<file path="config.mk">
export PLATFORM = sky130hd
export DESIGN_NAME = mmdec_router
export DESIGN_NICKNAME = d
export VERILOG_FILES = /design/src/inc/mmdec_pkg.sv /design/src/logic/mmdec_router.sv
export SDC_FILE = /design/constraint.sdc
export NUM_CORES = 1
export LEC_CHECK = 0
export BUFFER_PORTS_ARGS = -buffer_cell sky130_fd_sc_hd__buf_4
export CORE_MARGIN = 2
export CORE_UTILIZATION = 53
export DETAILED_ROUTE_END_ITERATION = 8
export HOLD_SLACK_MARGIN = 0.05
export PLACE_DENSITY = 0.86
export SLEW_MARGIN = 0
export SYNTH_ARGS = -nofsm -noshare
export SYNTH_HDL_FRONTEND = slang
export SYNTH_SLANG_ARGS = --single-unit
</file>
<file path="constraint.sdc">
create_clock -name core_clk -period 7.15 [get_ports core_clk]
set_clock_uncertainty 0.2 [all_clocks]
set_input_delay 0.715 -clock core_clk [delete_from_list [all_inputs] [get_ports core_clk]]
set_output_delay 0.715 -clock core_clk [all_outputs]
set_load 0.01 [all_outputs]
</file>
<file path="src/inc/mmdec_pkg.sv">
`default_nettype none
package mmdec_pkg;

  // ----------------------------------------------------------------
  // Address map
  // ----------------------------------------------------------------
  localparam int ADDR_W = 24;
  localparam logic [23:0] FREG_LO = 24'hFFF000;
  localparam logic [23:0] RSV_TRAP_LO = 24'hF80000;
  localparam logic [23:0] PROGRAM_SRAM_LO = 24'hE00000;
  localparam logic [23:0] PROGRAM_SRAM_HI = 24'hE007FF;
  localparam logic [23:0] PROG_RSV_LO = 24'hC20000;
  localparam logic [23:0] FLASH_LO = 24'hC00000;
  localparam logic [23:0] FLASH_HI = 24'hC1FFFF;
  localparam logic [7:0] RSV_SEG = 8'hBF;
  localparam logic [23:0] EXTMEM_LO = 24'h400000;
  localparam logic [23:0] EXTIO_LO = 24'h200800;
  localparam logic [23:0] CAN_LO = 24'h200000;
  localparam logic [23:0] SEG0_DATA_LO = 24'h008000;
  localparam logic [7:0] SYS_SEG = 8'h00;
  // Segment 0 sub-map of the on-chip data areas.
  localparam logic [23:0] DATA_SRAM_LO = 24'h00C000;
  localparam logic [23:0] DATA_SRAM_HI = 24'h00CFFF;
  localparam logic [23:0] EXTENDED_REGISTER_AREA_LO = 24'h00F000;
  localparam logic [23:0] EXTENDED_REGISTER_AREA_HI = 24'h00F1FF;
  localparam logic [23:0] DUAL_PORT_RAM_LO = 24'h00F600;
  localparam logic [23:0] DUAL_PORT_RAM_BIT_LO = 24'h00FD00;
  localparam logic [23:0] DUAL_PORT_RAM_HI = 24'h00FDFF;
  localparam logic [23:0] SFR_LO = 24'h00FE00;

  // ----------------------------------------------------------------
  // Flash register window and unlock sequence
  // ----------------------------------------------------------------
  localparam logic [11:0] FREG_DEF_LIM = 12'h020;
  localparam logic [11:0] KEY1_OFS = 12'h0A8;
  localparam logic [11:0] KEY2_OFS = 12'h054;
  localparam logic [11:0] LOCK_OFS = 12'h010;
  localparam logic [15:0] KEY1_VAL = 16'hA5A5;
  localparam logic [15:0] KEY2_VAL = 16'h5A5A;
  localparam logic [15:0] TRAP_CODE = 16'h9B9B;
  localparam int FLASH_W = 64;
  localparam int CODE_W = 72;

  typedef enum logic [3:0] {
    TGT_EXT = 4'h0,
    TGT_LOCAL_EXPANSION_BUS = 4'h1,
    TGT_FLASH = 4'h2,
    TGT_PROGRAM_SRAM = 4'h3,
    TGT_DATA_SRAM = 4'h4,
    TGT_DUAL_PORT_RAM = 4'h5,
    TGT_SFR = 4'h6,
    TGT_EXTENDED_REGISTER_AREA = 4'h7,
    TGT_FREG = 4'h8,
    TGT_TRAP = 4'h9
  } mmdec_tgt_e;

  typedef enum logic [0:0] {
    MGR_PROG = 1'h0,
    MGR_DATA = 1'h1
  } mmdec_mgr_e;

  typedef enum logic [0:0] {
    PW_IDLE = 1'h0,
    PW_KEY1 = 1'h1
  } mmdec_pw_e;

  typedef struct packed {
    logic valid;
    logic fetch;
    logic write;
    logic byte_acc;
    logic bit_acc;
    logic general_register;
    logic [23:0] addr;
    logic [15:0] wdata;
  } mmdec_req_s;

  typedef struct packed {
    logic valid;
    mmdec_tgt_e tgt;
    mmdec_mgr_e owner;
    logic sysbus;
    logic [23:0] addr;
    logic byte_acc;
    logic write;
    logic bit_acc;
    logic trap;
    logic rd_trap;
    logic no_pipe_opt;
    logic [2:0] sector;
    logic [1:0] wp_group;
    logic [9:0] prog_page;
  } mmdec_rsp_s;

endpackage
`default_nettype wire

</file>
<file path="src/logic/mmdec_router.sv">
// Functional notes
// - Address space is 16 Mbytes: 256 segments of 64K, four 16K pages each.
// - Byte and word accesses are accepted at every address.
// - Data memories and both register areas live in segment 0.
// - Instruction fetches belong to the program fetch manager, owner of flash and program SRAM.
// - Data transfers belong to the data transfer manager, owner of data SRAM and peripherals.
// - Cross-manager and external traffic is flagged for the two-way system bus.
// - Flash has four 8K sectors, one 32K and one 64K sector.
// - The 32K and 64K sectors are individually protected; programming is in 128-byte pages.
// - Small 8K sectors share write protection in pairs.
// - Flash read protection lifts only after the correct password sequence.
// - Flash read path returns 64 bits in one cycle.
// - Every flash read passes single-error correction before return.
// - Program SRAM decodes at E0'0000 to E0'07FF via the program manager.
// - The 4K data SRAM is reached through the data transfer manager.
// - Dual-port RAM holds register banks with word and byte registers.
// - Top 256 bytes of dual-port RAM, or any register-bank use, are bit-addressable.
// - Two 512-byte register areas of word-wide control registers are reserved.
// - Undefined reads in FF'F000 to FF'FFFF return a trap code.
// - External memory and IO regions are forwarded to the external bus.
// - External IO region 20'0800 to 3F'FFFF suppresses pipeline optimisations.
`timescale 1ns/1ns
`default_nettype none
module mmdec_router
(
  input wire logic core_clk,
  input wire logic rst,
  input wire mmdec_pkg::mmdec_req_s req,
  input wire logic [3:0] write_protect,
  input wire logic read_protect_en,
  input wire logic flash_rd_valid,
  input wire logic [71:0] flash_code,
  output var mmdec_pkg::mmdec_rsp_s rsp_ff,
  output logic [15:0] trap_data_ff,
  output logic unlocked_ff,
  output logic flash_dvalid_ff,
  output logic [63:0] flash_data_ff,
  output logic ecc_fix_ff,
  output logic ecc_err_ff
);

  // ----------------------------------------------------------------
  // Error correction helpers
  // ----------------------------------------------------------------
  // Bit 7 is overall parity; bits 6:0 locate a single flipped bit.
  function automatic logic [7:0] mmdec_syndrome(input logic [71:0] c);
    logic [6:0] s;
    s = 7'h00;
    for (int i = 1; i < 72; i++)
    begin
      if (c[i])
      begin
        s = s ^ i[6:0];
      end
    end
    return {^c, s};
  endfunction

  function automatic logic [63:0] mmdec_extract(input logic [71:0] c);
    logic [63:0] d;
    int j;
    d = 64'h0;
    j = 0;
    for (int i = 3; i < 72; i++)
    begin
      if ((i & (i - 1)) != 0)
      begin
        d[j[5:0]] = c[i];
        j = j + 1;
      end
    end
    return d;
  endfunction

  function automatic logic in_rng(input logic [23:0] a, input logic [23:0] lo, input logic [23:0] hi);
    return (a >= lo) && (a <= hi);
  endfunction

  // ----------------------------------------------------------------
  // Address decode
  // ----------------------------------------------------------------
  mmdec_pkg::mmdec_rsp_s nxt_rsp;
  mmdec_pkg::mmdec_pw_e pw_state_ff;
  logic [23:0] a;
  logic bit_ok;

  assign a = req.addr;

  always_comb
  begin
    nxt_rsp = '0;
    nxt_rsp.valid = req.valid;
    nxt_rsp.addr = a;
    nxt_rsp.byte_acc = req.byte_acc;
    nxt_rsp.write = req.write;
    nxt_rsp.bit_acc = req.bit_acc;
    nxt_rsp.tgt = mmdec_pkg::TGT_EXT;
    nxt_rsp.prog_page = a[16:7];
    if (a >= mmdec_pkg::FREG_LO)
    begin
      nxt_rsp.tgt = mmdec_pkg::TGT_FREG;
      nxt_rsp.rd_trap = !req.write && (a[11:0] >= mmdec_pkg::FREG_DEF_LIM);
    end
    else if (a >= mmdec_pkg::RSV_TRAP_LO)
    begin
      nxt_rsp.trap = 1'b1;
    end
    else if (in_rng(a, mmdec_pkg::PROGRAM_SRAM_LO, mmdec_pkg::PROGRAM_SRAM_HI))
    begin
      nxt_rsp.tgt = mmdec_pkg::TGT_PROGRAM_SRAM;
    end
    else if (in_rng(a, mmdec_pkg::FLASH_LO, mmdec_pkg::FLASH_HI))
    begin
      nxt_rsp.tgt = mmdec_pkg::TGT_FLASH;
    end
    else if (a >= mmdec_pkg::PROG_RSV_LO || a[23:16] == mmdec_pkg::RSV_SEG)
    begin
      nxt_rsp.trap = 1'b1;
    end
    else if (a >= mmdec_pkg::EXTMEM_LO)
    begin
      nxt_rsp.tgt = mmdec_pkg::TGT_EXT;
    end
    else if (a >= mmdec_pkg::EXTIO_LO)
    begin
      nxt_rsp.no_pipe_opt = 1'b1;
    end
    else if (a >= mmdec_pkg::CAN_LO)
    begin
      nxt_rsp.tgt = mmdec_pkg::TGT_LOCAL_EXPANSION_BUS;
    end
    else if (a[23:16] != mmdec_pkg::SYS_SEG || a < mmdec_pkg::SEG0_DATA_LO)
    begin
      nxt_rsp.tgt = mmdec_pkg::TGT_EXT;
    end
    else if (in_rng(a, mmdec_pkg::DATA_SRAM_LO, mmdec_pkg::DATA_SRAM_HI))
    begin
      nxt_rsp.tgt = mmdec_pkg::TGT_DATA_SRAM;
    end
    else if (in_rng(a, mmdec_pkg::DUAL_PORT_RAM_LO, mmdec_pkg::DUAL_PORT_RAM_HI))
    begin
      nxt_rsp.tgt = mmdec_pkg::TGT_DUAL_PORT_RAM;
    end
    else if (in_rng(a, mmdec_pkg::EXTENDED_REGISTER_AREA_LO, mmdec_pkg::EXTENDED_REGISTER_AREA_HI))
    begin
      nxt_rsp.tgt = mmdec_pkg::TGT_EXTENDED_REGISTER_AREA;
    end
    else if (a >= mmdec_pkg::SFR_LO)
    begin
      nxt_rsp.tgt = mmdec_pkg::TGT_SFR;
    end
    else
    begin
      nxt_rsp.trap = 1'b1;
    end

    if (a[16])
    begin
      nxt_rsp.sector = 3'h5;
    end
    else if (a[15])
    begin
      nxt_rsp.sector = 3'h4;
    end
    else
    begin
      nxt_rsp.sector = {1'b0, a[14:13]};
    end
    nxt_rsp.wp_group = a[16] ? 2'h3 : (a[15] ? 2'h2 : {1'b0, a[14]});
    if (nxt_rsp.tgt == mmdec_pkg::TGT_FLASH)
    begin
      if (req.write && write_protect[nxt_rsp.wp_group])
      begin
        nxt_rsp.trap = 1'b1;
      end
      if (!req.write && !req.fetch && read_protect_en && !unlocked_ff)
      begin
        nxt_rsp.trap = 1'b1;
      end
    end

    bit_ok = (nxt_rsp.tgt == mmdec_pkg::TGT_DUAL_PORT_RAM && (a >= mmdec_pkg::DUAL_PORT_RAM_BIT_LO || req.general_register))
      || nxt_rsp.tgt == mmdec_pkg::TGT_SFR || nxt_rsp.tgt == mmdec_pkg::TGT_EXTENDED_REGISTER_AREA;
    if (req.bit_acc && !bit_ok)
    begin
      nxt_rsp.trap = 1'b1;
    end
    if (nxt_rsp.trap)
    begin
      nxt_rsp.tgt = mmdec_pkg::TGT_TRAP;
      nxt_rsp.no_pipe_opt = 1'b0;
    end

    if (nxt_rsp.tgt == mmdec_pkg::TGT_FLASH || nxt_rsp.tgt == mmdec_pkg::TGT_PROGRAM_SRAM)
    begin
      nxt_rsp.owner = mmdec_pkg::MGR_PROG;
    end
    else
    begin
      nxt_rsp.owner = mmdec_pkg::MGR_DATA;
    end
    nxt_rsp.sysbus = !nxt_rsp.trap && (((req.fetch ? mmdec_pkg::MGR_PROG : mmdec_pkg::MGR_DATA) != nxt_rsp.owner)
      || nxt_rsp.tgt == mmdec_pkg::TGT_EXT || nxt_rsp.tgt == mmdec_pkg::TGT_LOCAL_EXPANSION_BUS);
  end

  always_ff @(posedge core_clk)
  begin
    if (rst)
    begin
      rsp_ff <= '0;
    end
    else
    begin
      rsp_ff <= nxt_rsp;
    end
  end

  always_ff @(posedge core_clk)
  begin
    if (rst)
    begin
      trap_data_ff <= 16'h0000;
    end
    else
    begin
      trap_data_ff <= (req.valid && nxt_rsp.rd_trap) ? mmdec_pkg::TRAP_CODE : 16'h0000;
    end
  end

  // ----------------------------------------------------------------
  // Password unlock
  // ----------------------------------------------------------------
  // Unlock is temporary: it ends at reset, or at a write to the lock offset while no first key is pending.
  logic freg_wr;

  assign freg_wr = req.valid && req.write && a >= mmdec_pkg::FREG_LO;

  always_ff @(posedge core_clk)
  begin
    if (rst)
    begin
      pw_state_ff <= mmdec_pkg::PW_IDLE;
      unlocked_ff <= 1'b0;
    end
    else if (freg_wr)
    begin
      case (pw_state_ff)
        mmdec_pkg::PW_IDLE:
        begin
          if (a[11:0] == mmdec_pkg::KEY1_OFS && req.wdata == mmdec_pkg::KEY1_VAL)
          begin
            pw_state_ff <= mmdec_pkg::PW_KEY1;
          end
          if (a[11:0] == mmdec_pkg::LOCK_OFS)
          begin
            unlocked_ff <= 1'b0;
          end
        end
        mmdec_pkg::PW_KEY1:
        begin
          pw_state_ff <= mmdec_pkg::PW_IDLE;
          if (a[11:0] == mmdec_pkg::KEY2_OFS && req.wdata == mmdec_pkg::KEY2_VAL)
          begin
            unlocked_ff <= 1'b1;
          end
        end
        default:
        begin
          pw_state_ff <= mmdec_pkg::PW_IDLE;
        end
      endcase
    end
  end

  // ----------------------------------------------------------------
  // Flash read path
  // ----------------------------------------------------------------
  logic [7:0] syn;
  logic [71:0] fixed;

  always_comb
  begin
    syn = mmdec_syndrome(flash_code);
    fixed = flash_code;
    if (syn[7])
    begin
      fixed[syn[6:0]] = ~flash_code[syn[6:0]];
    end
  end

  always_ff @(posedge core_clk)
  begin
    if (rst)
    begin
      flash_dvalid_ff <= 1'b0;
      flash_data_ff <= 64'h0;
      ecc_fix_ff <= 1'b0;
      ecc_err_ff <= 1'b0;
    end
    else
    begin
      flash_dvalid_ff <= flash_rd_valid;
      flash_data_ff <= mmdec_extract(fixed);
      ecc_fix_ff <= flash_rd_valid && syn[7];
      ecc_err_ff <= flash_rd_valid && !syn[7] && syn[6:0] != 7'h00;
    end
  end
endmodule
`default_nettype wire

</file>
==> impl_metrics.ini <==
[placed_design]
portBuffers = 255
gp_congestion = 0.967
dp_hpwl_um = 16300
dp_cells = 1114

[grt]
grt_use_total_pct = 30.8
grt_max_degree = 104
grt_pass1_wl_um = 31800
antenna_found_initial = 0
gr-total-overflow = 0
grt_pass1_vias = 6071

[floorplanning]
fp.dieW_um = 116
initial_core_util_pct = 54.6
die-area_um2 = 13400
rows = 40
io_pins = 262
core-area_um2 = 12100
die_y_um = 116

[cts]
postCtsSetupBuffers = 0
tritoncts = built
clk_latency_ps = 350
cts_sinks = 111
hold_buffers = 0
cts_inserted_buffers = 9
ctsResizeCount = 0
root_buffer = clkbuf_16
clk_pin_slew_ps = 70
h-tree-depth = 3
clock_path_buffers = 2

[detailed_routing]
routed_wl_um = 21200
wl_per_cell_um = 18.7
viasPerCell = 5.66
drt_first_pass_iters = 5
via_count = 6395
drt_iter0_drc = 590
ant_nets = 0
drcViolationCount = 0

[power_and_ir_drop]
power.density_nw_per_um2 = 403
ir_drop_v = 0.000291
power_leakage_nw = 3.55
finalPower_w = 0.00351

[sta]
drv_slew = 0
fin_crit_ps = 4700
finalCritPeriodShare_pct = 65.7
tns_ps = 0
worst_slew_pin_slew_ps = 1120
fmax_mhz = 213
setup_viol = 0
rsz0062_at_grt = false
maxSlewHeadroom_pct = 25.2
finalHoldViolCount = 0

[synthesis]
syn_area_per_cell_um2 = 8.94
postSynth.asyncResetShare_pct = 0
synth_fa_ha_area_share_pct = 0
synth-compound-area-share_pct = 17.4
muxShareOfSynthArea_pct = 2.93
synth_seq_area_share_pct = 33.6
synth_xor_area_share_pct = 22.0
synth-simple-area-share_pct = 18.5
synth_edf_count = 0
ys.flop_type = dfxtp_1
yosysWarnings = 0
synthCells = 739
synth_cell_type_count = 69
synth_top_family_by_area = XOR/XNOR gates
netlist_area_um2 = 6610
ys_ff_latch = 111

[worst_hold_path]
min-delay-start = pw_state_ff
whs_path_depth = 2
min_to = unlocked_ff
worstHoldPathType = reg -> reg

[finish]
drive_above_1_share_pct = 33.5
nets = 1083
final-instance-count-excl-fill = 1130
area_growth_pct = 32.1
diodes = 0
n_fill_cell = 950

[critical_path]
worst-r2r-setup-slack_ps = 5610
start_kind = primary input
reg2regPathDepth = 6
crit_fanout = 13
crit_required_ps = 7200
critPathArrivalTime_ps = 4750
endpoint_kind = flip-flop
critical_path_class = in -> reg
reg2reg_to = rsp_ff[45]
reg2reg_from = unlocked_ff

[run_status]
status = finished, final reports clean

[flow_run]
maxCapViolCount = 0
kinds of logic (layout without fill, tap and decap cells):
group / Yosys count / in the layout
flops: 111 / 111
compound gates: 172 / 172
mux: 19 / 19
buf+inv: 63 / 281
xor+xnor: 145 / 145
other cells: 1 / 6
simple gates: 228 / 228
per-layer routing:
layer,global-route usage (%),routed length (µm),vias up
li1,-,-,2993
met1,38.9,8200,2963
met2,51.5,10100,393
met3,7.58,2310,46
met4,11.0,518,0
met5,0,0,-
flip-flops by register name, summed over array words and instances, names as in the netlist:
register / flops
ecc_err_ff: 1
trap_data_ff: 1
flash_dvalid_ff: 1
unlocked_ff: 1
rsp_ff: 41
flash_data_ff: 64
ecc_fix_ff: 1
pw_state_ff: 1
metrics by stage:
stage | utilization [%] | setup WS [ps] | hold WS (ps) | instance area (µm²)
after detailed placement | 69.8 | 2360 | 296 | 8450
after CTS | 72.1 | 2670 | 302 | 8730
after floorplan | - | 3700 | 263 | 6630
after global routing | 72.1 | 2220 | 343 | 8730
after global placement | 69.8 | 2590 | 284 | 8450
final | 72.1 | 2450 | 304 | 8730
report_power, final:
part	switching, W	internal [W]
Sequential	0.0000161	0.000666
Clock	0.000238	0.000240
Combinational	0.00156	0.000791
synthesized netlist by cell type, types with 9 or more instances:
cell type / instances / area (µm²)
xnor2_1: 112 / 981
dfxtp_1: 111 / 2220
a21oi_1: 69 / 345
nor2_1: 68 / 255
a211oi_1: 46 / 345
nand2_1: 35 / 131
nor2b_1: 29 / 181
buf_4: 27 / 203
nor3_1: 21 / 105
clkbuf_1: 18 / 67.6
mux2i_1: 16 / 160
xor2_1: 16 / 140
nand3_1: 14 / 70.1
o21ai_0: 13 / 65.1
buf_2: 9 / 45.0
o22ai_1: 9 / 56.3
final cells by class:
type	instances	area [µm²]	area share [%]
multi-input cells	570	4050	46.4
clock inverters	5	42.5	0.487
well taps	168	210	2.41
clock buffers	11	233	2.67
repair buffers	259	1940	22.3
inverters	6	22.5	0.258
flip-flops and latches	111	2220	25.5
worst max-delay path: stages:
cell      delay, ps
buf_4           130
xnor2_1         140
xnor2_1         390
xnor2_1         130
xnor2_1         780
clkinv_1        510
nor3_2          340
nor2_1          230
nor2_1          890
a21oi_1         180
a211oi_1        300
cells in the final DEF (no fill, tap or decap), types with 4 or more instances in the layout:
| master | Yosys | routed |
|---|---|---|
| a211oi_1 | 46 | 46 |
| a21oi_1 | 69 | 69 |
| and2_1 | 4 | 4 |
| buf_4 | 27 | 259 |
| clkbuf_16 | 0 | 9 |
| conb_1 | 1 | 6 |
| dfxtp_1 | 111 | 111 |
| inv_1 | 5 | 5 |
| mux2i_1 | 16 | 16 |
| nand2_1 | 35 | 35 |
| nand2b_1 | 6 | 6 |
| nand3_1 | 14 | 14 |
| nor2_1 | 68 | 68 |
| nor2_2 | 4 | 4 |
| nor2b_1 | 29 | 29 |
| nor3_1 | 21 | 21 |
| nor3_2 | 8 | 8 |
| nor4_1 | 5 | 5 |
| nor4bb_1 | 5 | 5 |
| o21ai_0 | 13 | 13 |
| o22ai_1 | 9 | 9 |
| or2_2 | 4 | 4 |
| or3_1 | 5 | 5 |
| xnor2_1 | 112 | 112 |
| xnor2_2 | 8 | 7 |
| xnor2_4 | 3 | 4 |
| xor2_1 | 16 | 16 |
worst max-delay path by stage:
stage	startpoint	end	slack [ps]	cells after the start
after floorplan	flash_code[15]	flash_data_ff[33]	3700	10
after global placement	flash_code[59]	flash_data_ff[60]	2590	11
after detailed placement	flash_code[63]	flash_data_ff[60]	2360	11
after CTS	flash_code[63]	flash_data_ff[45]	2670	11
after global routing	flash_code[63]	flash_data_ff[60]	2220	11
final	flash_code[63]	flash_data_ff[45]	2450	11
(Power assumes the default switching activity.)
